<file path="src/logic/rx_los_mute_regs.svh">
/*
  Register offsets, field positions, reset values and fixed codes for the
  receive mute-on-loss control block.
  Assumes a byte-addressed Avalon-MM slave port with one 32-bit word per register.
*/
`ifndef RX_LOS_MUTE_REGS_SVH
`define RX_LOS_MUTE_REGS_SVH

// Register byte offsets
`define RLM_CTRL_OFS        4'h0
`define RLM_STATUS_OFS      4'h4
`define RLM_MASK_OFS        4'h8
`define RLM_STATE_OFS       4'hc

// Control fields
`define RLM_CTRL_MUTE_BIT   0
`define RLM_CTRL_EDGE_BIT   1
`define RLM_CTRL_WIDTH      2
`define RLM_CTRL_RESET      2'h0

// Status and mask layout: [2:0] loss declared, [5:3] loss cleared
`define RLM_EVT_WIDTH       6
`define RLM_EVT_RESET       6'h00
`define RLM_EVT_SET_LSB     0
`define RLM_EVT_CLR_LSB     3

// State register fields
`define RLM_STATE_LOS_LSB   0
`define RLM_STATE_MUTE_LSB  3
`define RLM_STATE_HOST_BIT  6
`define RLM_STATE_THRA_BIT  7
`define RLM_STATE_THRS_BIT  8

// Threshold set used when no channel runs at DS3 or STS-1
`define RLM_THR_DEFAULT     1'b0

`endif

</file>
<file path="src/logic/rx_los_mute_pkg.sv">
/*
  Types shared by the receive mute-on-loss control block.
  Assumes nothing beyond a SystemVerilog compiler.
*/
package rx_los_mute_pkg;

  // Per-channel line rate, as strapped or configured
  typedef enum logic [1:0]
  {
    RATE_E3   = 2'b00,
    RATE_DS3  = 2'b01,
    RATE_STS1 = 2'b10,
    RATE_RSVD = 2'b11
  } line_rate_e;

endpackage

</file>
<file path="src/logic/rx_channel_mute.sv">
/*
  One receive channel: retimes recovered data onto the chosen edge of the
  recovered clock and forces both rails low during signal loss when muting is on.
  Assumes recovered clock, data and loss level arrive from another domain.
*/
`timescale 1ns/1ps
`include "rx_los_mute_regs.svh"

module rx_channel_mute
(
  // Clock and reset
  input  wire logic clock_i,
  input  wire logic rst_n_i,
  // Recovered line signals (asynchronous)
  input  wire logic rclk_i,
  input  wire logic rpos_i,
  input  wire logic rneg_i,
  input  wire logic signal_loss_defect_i,
  // Configuration
  input  wire logic edge_falling_i,
  input  wire logic mute_en_i,
  // Outputs
  output logic      rx_positive_data_out_o,
  output logic      rx_negative_data_out_o,
  output logic      los_o,
  output logic      mute_active_o,
  output logic      los_declared_o,
  output logic      los_cleared_o
);

  logic [3:0] meta;
  logic [3:0] sync;
  logic       rclk_prev;
  logic       rclk_s;
  logic       rpos_s;
  logic       rneg_s;
  logic       los_s;
  logic       edge_evt;
  logic       mute_now;

  assign {rclk_s, rpos_s, rneg_s, los_s} = sync;
  assign edge_evt = edge_falling_i ? (rclk_prev & ~rclk_s) : (~rclk_prev & rclk_s);
  assign mute_now = mute_en_i & los_s;

  // Clock and data share one synchroniser so they stay aligned
  always_ff @(posedge clock_i)
  begin
    meta      <= {rclk_i, rpos_i, rneg_i, signal_loss_defect_i};
    sync      <= meta;
    rclk_prev <= rclk_s;
  end

  always_ff @(posedge clock_i)
  begin
    if (!rst_n_i)
    begin
      rx_positive_data_out_o <= 1'b0;
      rx_negative_data_out_o <= 1'b0;
      los_o                  <= 1'b0;
      mute_active_o          <= 1'b0;
    end
    else if (edge_evt)
    begin
      rx_positive_data_out_o <= rpos_s & ~mute_now;
      rx_negative_data_out_o <= rneg_s & ~mute_now;
      los_o                  <= los_s;
      mute_active_o          <= mute_now;
    end
  end

  always_ff @(posedge clock_i)
  begin
    if (!rst_n_i)
    begin
      los_declared_o <= 1'b0;
      los_cleared_o  <= 1'b0;
    end
    else
    begin
      los_declared_o <= edge_evt & los_s & ~los_o;
      los_cleared_o  <= edge_evt & ~los_s & los_o;
    end
  end

  mute_zero_a: assert property (@(posedge clock_i) disable iff (!rst_n_i)
    edge_evt && mute_en_i && los_s |=> !rx_positive_data_out_o && !rx_negative_data_out_o)
    else $error("Rails not muted during signal loss");

  pass_data_a: assert property (@(posedge clock_i) disable iff (!rst_n_i)
    edge_evt && !mute_en_i |=> rx_positive_data_out_o == $past(rpos_s)
      && rx_negative_data_out_o == $past(rneg_s))
    else $error("Recovered data altered while muting is off");

  edge_hold_a: assert property (@(posedge clock_i) disable iff (!rst_n_i)
    !edge_evt |=> $stable(rx_positive_data_out_o) && $stable(rx_negative_data_out_o))
    else $error("Data rails changed off the recovered clock edge");

  los_retime_a: assert property (@(posedge clock_i) disable iff (!rst_n_i)
    edge_evt |=> los_o == $past(los_s) ##1 (edge_evt || $stable(los_o)))
    else $error("Loss level not retimed to recovered clock");

endmodule

</file>
<file path="src/logic/rx_los_mute_control.sv">
/*
  Global receive control for a three-channel line interface: mute-on-loss,
  loss threshold set selection and the shared mute-enable / interrupt pin.
  Assumes an Avalon-MM master with waitrequest on clock_i and asynchronous pins.
*/
// Design decisions made here: the register offsets and the Avalon-MM interface to the registers.
`timescale 1ns/1ps
`include "rx_los_mute_regs.svh"

//Contract
//- With muting enabled, a channel holds both data rails low for as long as it declares loss.
//- With muting disabled, recovered data passes unchanged even during loss.
//- In host mode the mute pin is no longer read and instead drives the interrupt request.
//- One mute setting governs all three channels, with no per-channel pin enable.
//- The threshold select input picks one of two loss threshold sets for all channels.
//- The threshold select input counts only if some channel runs at DS3 or STS-1.
//- Data rails update only on the selected edge of the channel's recovered clock.
module rx_los_mute_control
#(
  parameter int CHANNELS = 3
)
(
  // Clock and reset
  input  wire logic                  clock_i,
  input  wire logic                  rst_n_i,
  // Avalon-MM slave
  input  wire logic [3:0]            avs_address_i,
  input  wire logic                  avs_read_i,
  input  wire logic                  avs_write_i,
  input  wire logic [31:0]           avs_writedata_i,
  input  wire logic [3:0]            avs_byteenable_i,
  output logic      [31:0]           avs_readdata_o,
  output logic                       avs_waitrequest_o,
  // Mode and configuration pins
  input  wire logic                  host_mode_i,
  input  wire logic                  loss_threshold_select_i,
  input  wire logic [2*CHANNELS-1:0] channel_rate_i,
  // Shared mute-enable / interrupt pin, open drain in host mode
  input  wire logic                  mute_on_loss_enable_i,
  output logic                       mute_on_loss_enable_o,
  output logic                       mute_on_loss_enable_oe_o,
  // Recovered line signals per channel
  input  wire logic [CHANNELS-1:0]   rclk_i,
  input  wire logic [CHANNELS-1:0]   rpos_i,
  input  wire logic [CHANNELS-1:0]   rneg_i,
  input  wire logic [CHANNELS-1:0]   signal_loss_defect_i,
  // Outputs to framer and analog detector
  output logic      [CHANNELS-1:0]   rx_positive_data_out_o,
  output logic      [CHANNELS-1:0]   rx_negative_data_out_o,
  output logic                       threshold_set_high_o,
  output logic                       threshold_select_active_o,
  // Interrupt
  output logic                       irq_o
);

  localparam int CFG_BITS = 3 + 2 * CHANNELS;

  function automatic logic rate_is_fast(input logic [1:0] rate);
    rate_is_fast = (rate == 2'(rx_los_mute_pkg::RATE_DS3))
                || (rate == 2'(rx_los_mute_pkg::RATE_STS1));
  endfunction

  // Pin synchronisers
  logic [CFG_BITS-1:0]   cfg_meta;
  logic [CFG_BITS-1:0]   cfg_sync;
  logic                  host_s;
  logic                  thr_s;
  logic                  pin_mute_s;
  logic [2*CHANNELS-1:0] rate_s;

  // Registers
  logic [`RLM_CTRL_WIDTH-1:0] ctrl;
  logic [`RLM_EVT_WIDTH-1:0]  status;
  logic [`RLM_EVT_WIDTH-1:0]  mask;
  logic                       ack;

  // Channel results
  logic [CHANNELS-1:0] los_q;
  logic [CHANNELS-1:0] mute_q;
  logic [CHANNELS-1:0] los_set;
  logic [CHANNELS-1:0] los_clr;
  logic [CHANNELS-1:0] fast_ch;

  // Decode
  wire                       req        = avs_read_i | avs_write_i;
  wire                       ofs_ctrl   = avs_address_i[3:2] == `RLM_CTRL_OFS >> 2;
  wire                       ofs_status = avs_address_i[3:2] == `RLM_STATUS_OFS >> 2;
  wire                       ofs_mask   = avs_address_i[3:2] == `RLM_MASK_OFS >> 2;
  wire                       ofs_state  = avs_address_i[3:2] == `RLM_STATE_OFS >> 2;
  wire                       wr_take    = avs_write_i & ack & avs_byteenable_i[0];
  wire [`RLM_EVT_WIDTH-1:0]  evt_set    = {los_clr, los_set};
  wire [`RLM_EVT_WIDTH-1:0]  evt_clr    = (wr_take & ofs_status)
                                          ? avs_writedata_i[`RLM_EVT_WIDTH-1:0]
                                          : `RLM_EVT_RESET;
  wire                       any_fast   = |fast_ch;
  wire                       irq_pend   = |(status & mask);
  wire                       mute_eff   = host_s ? ctrl[`RLM_CTRL_MUTE_BIT] : pin_mute_s;
  wire [31:0]                state_word;
  wire [31:0]                rd_word;

  assign {host_s, thr_s, pin_mute_s, rate_s} = cfg_sync;
  assign avs_waitrequest_o = req & ~ack;
  assign mute_on_loss_enable_o = 1'b0;

  assign state_word = {23'h000000,
                       thr_s,
                       threshold_select_active_o,
                       host_s,
                       mute_q,
                       los_q};

  assign rd_word = ofs_ctrl   ? {30'h00000000, ctrl}   :
                   ofs_status ? {26'h0000000, status}  :
                   ofs_mask   ? {26'h0000000, mask}    :
                   ofs_state  ? state_word             :
                                32'h00000000;

  genvar g;
  generate
    for (g = 0; g < CHANNELS; g++)
    begin : g_ch
      assign fast_ch[g] = rate_is_fast(rate_s[2*g +: 2]);

      // Every channel sees the same mute enable; no per-channel pin control
      rx_channel_mute u_ch
      (
        .clock_i                (clock_i),
        .rst_n_i                (rst_n_i),
        .rclk_i                 (rclk_i[g]),
        .rpos_i                 (rpos_i[g]),
        .rneg_i                 (rneg_i[g]),
        .signal_loss_defect_i   (signal_loss_defect_i[g]),
        .edge_falling_i         (ctrl[`RLM_CTRL_EDGE_BIT]),
        .mute_en_i              (mute_eff),
        .rx_positive_data_out_o (rx_positive_data_out_o[g]),
        .rx_negative_data_out_o (rx_negative_data_out_o[g]),
        .los_o                  (los_q[g]),
        .mute_active_o          (mute_q[g]),
        .los_declared_o         (los_set[g]),
        .los_cleared_o          (los_clr[g])
      );
    end
  endgenerate

  // Strap pins may move at any time, so all pass two flops
  always_ff @(posedge clock_i)
  begin
    cfg_meta <= {host_mode_i, loss_threshold_select_i, mute_on_loss_enable_i, channel_rate_i};
    cfg_sync <= cfg_meta;
  end

  // One wait state; read data is registered with the acknowledge
  always_ff @(posedge clock_i)
  begin
    if (!rst_n_i)
    begin
      ack            <= 1'b0;
      avs_readdata_o <= 32'h00000000;
    end
    else
    begin
      ack            <= req & ~ack;
      avs_readdata_o <= (avs_read_i & ~ack) ? rd_word : avs_readdata_o;
    end
  end

  always_ff @(posedge clock_i)
  begin
    if (!rst_n_i)
    begin
      ctrl <= `RLM_CTRL_RESET;
      mask <= `RLM_EVT_RESET;
    end
    else
    begin
      if (wr_take & ofs_ctrl)
        ctrl <= avs_writedata_i[`RLM_CTRL_WIDTH-1:0];
      if (wr_take & ofs_mask)
        mask <= avs_writedata_i[`RLM_EVT_WIDTH-1:0];
    end
  end

  // New events win over a write-one clear in the same cycle
  always_ff @(posedge clock_i)
  begin
    if (!rst_n_i)
      status <= `RLM_EVT_RESET;
    else
      status <= (status & ~evt_clr) | evt_set;
  end

  always_ff @(posedge clock_i)
  begin
    if (!rst_n_i)
    begin
      irq_o                     <= 1'b0;
      mute_on_loss_enable_oe_o  <= 1'b0;
      threshold_set_high_o      <= `RLM_THR_DEFAULT;
      threshold_select_active_o <= 1'b0;
    end
    else
    begin
      irq_o                     <= irq_pend;
      mute_on_loss_enable_oe_o  <= host_s & irq_pend;
      threshold_set_high_o      <= any_fast ? thr_s : `RLM_THR_DEFAULT;
      threshold_select_active_o <= any_fast;
    end
  end

  host_irq_pin_a: assert property (@(posedge clock_i) disable iff (!rst_n_i)
    host_s && irq_pend |=> mute_on_loss_enable_oe_o && !mute_on_loss_enable_o)
    else $error("Host mode interrupt not driven on the mute pin");

  hw_pin_input_a: assert property (@(posedge clock_i) disable iff (!rst_n_i)
    !host_s |=> !mute_on_loss_enable_oe_o)
    else $error("Mute pin driven outside host mode");

  global_mute_a: assert property (@(posedge clock_i) disable iff (!rst_n_i)
    !host_s && !pin_mute_s |-> !mute_eff ##1 ((mute_q & ~$past(mute_q)) == {CHANNELS{1'b0}}))
    else $error("A channel muted although the shared enable is low");

  thr_follow_a: assert property (@(posedge clock_i) disable iff (!rst_n_i)
    any_fast |=> threshold_set_high_o == $past(thr_s) && threshold_select_active_o)
    else $error("Threshold set does not follow the select input");

  thr_ignore_a: assert property (@(posedge clock_i) disable iff (!rst_n_i)
    !any_fast |=> threshold_set_high_o == `RLM_THR_DEFAULT && !threshold_select_active_o)
    else $error("Threshold select acted on with no DS3 or STS-1 channel");

  irq_level_a: assert property (@(posedge clock_i) disable iff (!rst_n_i)
    irq_pend |=> irq_o)
    else $error("Interrupt output missing for pending event");

  bus_answer_a: assert property (@(posedge clock_i) disable iff (!rst_n_i)
    req && !ack |=> !avs_waitrequest_o || !req)
    else $error("Bus request not answered after one wait state");

endmodule

</file>
<file path="config.mk">
export PLATFORM = sky130hd
export DESIGN_NAME = rx_los_mute_control
export DESIGN_NICKNAME = d
export VERILOG_FILES = /design/src/logic/rx_los_mute_pkg.sv /design/src/logic/rx_channel_mute.sv /design/src/logic/rx_los_mute_control.sv
export VERILOG_INCLUDE_DIRS = /design/src /design/src/logic
export SDC_FILE = /design/constraint.sdc
export NUM_CORES = 1
export LEC_CHECK = 0
export ABC_AREA = 1
export CAP_MARGIN = 25
export CORE_AREA = 2 2 91 76
export DETAILED_ROUTE_END_ITERATION = 7
export DIE_AREA = 0 0 93 78
export DONT_BUFFER_PORTS = 1
export PLACE_DENSITY = 0.63
export SLEW_MARGIN = 5
export SYNTH_ARGS = -nofsm -noshare
export SYNTH_HDL_FRONTEND = slang
export SYNTH_SLANG_ARGS = --single-unit
</file>
<file path="constraint.sdc">
create_clock -name clock_i -period 2.55 [get_ports clock_i]
set_input_delay 0.51 -clock clock_i [delete_from_list [all_inputs] [get_ports clock_i]]
set_output_delay 0.51 -clock clock_i [all_outputs]
set_load 0.05 [all_outputs]
</file>
==> metrics <==
status finished, final reports clean; TritonRoute pass-1 iters 4; switch share 26.4%; CP startpoint kind register; most frequent CP cell nand2_1; Seq/Total Area, Yosys 59.3%; Tmin final 1640 ps; Psw 709 µW; critical path class reg -> out; WP data required 2040 ps; most frequent cells in the layout dfxtp_1, nand2_1, nand3_1; share of the synthesized area in the top cell type 59.3%; Final Wtd Congestion 0.822; H-tree depth 3; CORE AREA 6250 µm²; sequential fraction of design power 57.7%; RSZ-0062 raised after global routing false; setup ws final 905 ps; Starting DRT DRC Count 98; Lkg Pwr 0.00133 µW; Hold Crit Depth 0; largest area contributor in the netlist dfxtp_1; die area 7250 µm²; Levels on crit path 3; Synth cell types 25; Antenna Nets Post-Route 0; Post-DP Area 3010 µm²; post-route cell area 3200 µm²; multi-input logic area 972 µm²; Critical Path, Cell by Cell inv_2, nand2_1, nand2_1; CP endpoint kind primary output; initial antenna violation count 0; Final period util 64.5%; DRC 0; total congestion overflow 0; row cnt 26; Die Ht 78 µm; hold_buf cts 0; final setup vio count 0; Post-Syn Area 3070 µm²; CP max stage delay 360 ps; # port buffers 0; worst reg-to-reg setup slack 1400 ps; Comb power frac 6.9%; die width 93 µm; f_max 608 MHz; routed vias 1960; total power 2690 µW; count of pins over their slew limit 0; crit path DAT 1130 ps; first-pass GRT wire length 7970 µm; vias in the first global route 1722; Worst Max-Slew Pin Slew 593 ps; Worst path slowest cell nand2_1; largest net degree at the start of global routing 33; commonest non-fill, non-tap cell in the layout dfxtp_1; Synth area leaders dfxtp_1, buf_4, nand2_1; min-delay worst type in -> reg; fin nets 398; pre-CTS WS 1120 ps; postcts setup bufs 0; worst-skew pair later-pin latency 350 ps; clock buffer depth 2; Post-Syn Area per Cell 9.18 µm²; Post-Syn Instances 335; max_slew headroom 60.4%; number of CTS-inserted buffers 9; Via density 4.66; Clock Skews 8.43 ps; Final Hold Vio Count 0; CTS resizes 0; Buf/Inv on CP 1; Max-Cap Viols 0; P_int 1980 µW; DP HPWL 3750 µm; final wirelength 5100 µm; Root Driver clkbuf_8; pwr dens 839 nW/µm²; clock transition at the registers of the reported paths 90 ps; diode count 0; I/O pins 109; share of layout cells above drive strength 1 13.1%; Clock Sinks 91; Initial Utilization 49.2%; setup TNS 0 ps; R2R depth 6; synth warn 0; Routed WL per cell 12.1 µm; Register Area 1820 µm²; Top delay family on crit path simple AND/OR/NAND/NOR gates; CP max FO 2; Max VDD drop 0.532 mV; fill cell count 597; CTS tree done; gr usage total 14.7%; area delta synth->final 4.19%; synthesized flop and latch total 91; clock group share of total power 35.5%
-- path summary, 6_finish.rpt --
check                                                     endpoint                 start
setup reg to reg  g_ch[0].u_ch.rx_negative_data_out_o$_SDFFE_PN0P_  ctrl[1]$_SDFFE_PN0P_
setup / recovery                                 avs_waitrequest_o        ack$_SDFF_PN0_
hold / removal                        g_ch[1].u_ch.meta[1]$_DFF_P_             rneg_i[1]
hold reg to reg                                cfg_sync[8]$_DFF_P_   cfg_meta[8]$_DFF_P_
-- flip-flops by register name, indices dropped and copies added, names as in the netlist --
name / cells
g_ch.u_ch.rx_positive_data_out_o: 3
avs_readdata_o: 9
g_ch.u_ch.rx_negative_data_out_o: 3
ctrl: 2
threshold_select_active_o: 1
mute_on_loss_enable_oe_o: 1
threshold_set_high_o: 1
g_ch.u_ch.los_cleared_o: 3
g_ch.u_ch.mute_active_o: 3
cfg_sync: 9
cfg_meta: 9
g_ch.u_ch.los_o: 3
g_ch.u_ch.los_declared_o: 3
g_ch.u_ch.sync: 12
ack: 1
g_ch.u_ch.rclk_prev: 3
irq_o: 1
g_ch.u_ch.meta: 12
mask: 6
status: 6
-- synthesized netlist by cell type (all sizes together) --
| cell type | instances |
|---|---|
| dfxtp | 91 |
| nand2 | 62 |
| nor2 | 36 |
| nand3 | 35 |
| buf | 33 |
| inv | 24 |
| a21oi | 22 |
| o21ai | 11 |
| nor3 | 5 |
| clkbuf | 4 |
| a22oi | 3 |
| xnor2 | 3 |
| o22ai | 2 |
| clkinv | 1 |
| conb | 1 |
| nand4 | 1 |
| o21bai | 1 |
-- kinds of logic after synthesis --
logic type,count (synthesis),share of synthesized area [%]
and+or+nand+nor,139,20.2
DFF,91,59.3
buffers and inverters,62,11.9
AOI/OAI and AO/OA,39,7.61
xor gates and xnor gates,3,0.855
other,1,0.122
-- power by group through the flow --
stage               logic [µW]  registers (µW)  clock network [µW]
global placement           182            1580                   0
global route               203            1560                1040
detailed placement         185            1580                   0
finish                     184            1550                 953
CTS                        185            1550                 989
floorplan                  226            1560                   0
-- per-stage QoR --
stage / instances / util (%) / hold WS (ps)
after global routing: 421 / 51.3 / 145
final: 421 / 51.3 / 175
after CTS: 421 / 51.3 / 151
after detailed placement: 406 / 48.1 / 312
after floorplan: 358 / - / 310
after global placement: 406 / 48.1 / 310
-- area by class of cell --
class	instances	area share (%)
inverters	25	3.09
clock buffers	9	3.87
multi-input cells	205	30.4
clock inverters	6	2.30
well taps	84	3.28
flip-flops and latches	91	56.9
repair buffers	1	0.234
-- routing by layer --
metal  share of wire [%]  global-route usage (%)  vias to the layer above
met3                 9.2                    7.86                        7
met4                 1.3                    5.29                        0
li1                    -                       -                     1018
met1                  47                    17.9                      871
met2                  43                    22.1                       64
met5                   0                       0                        -
Power figures use the tool's default switching activity.
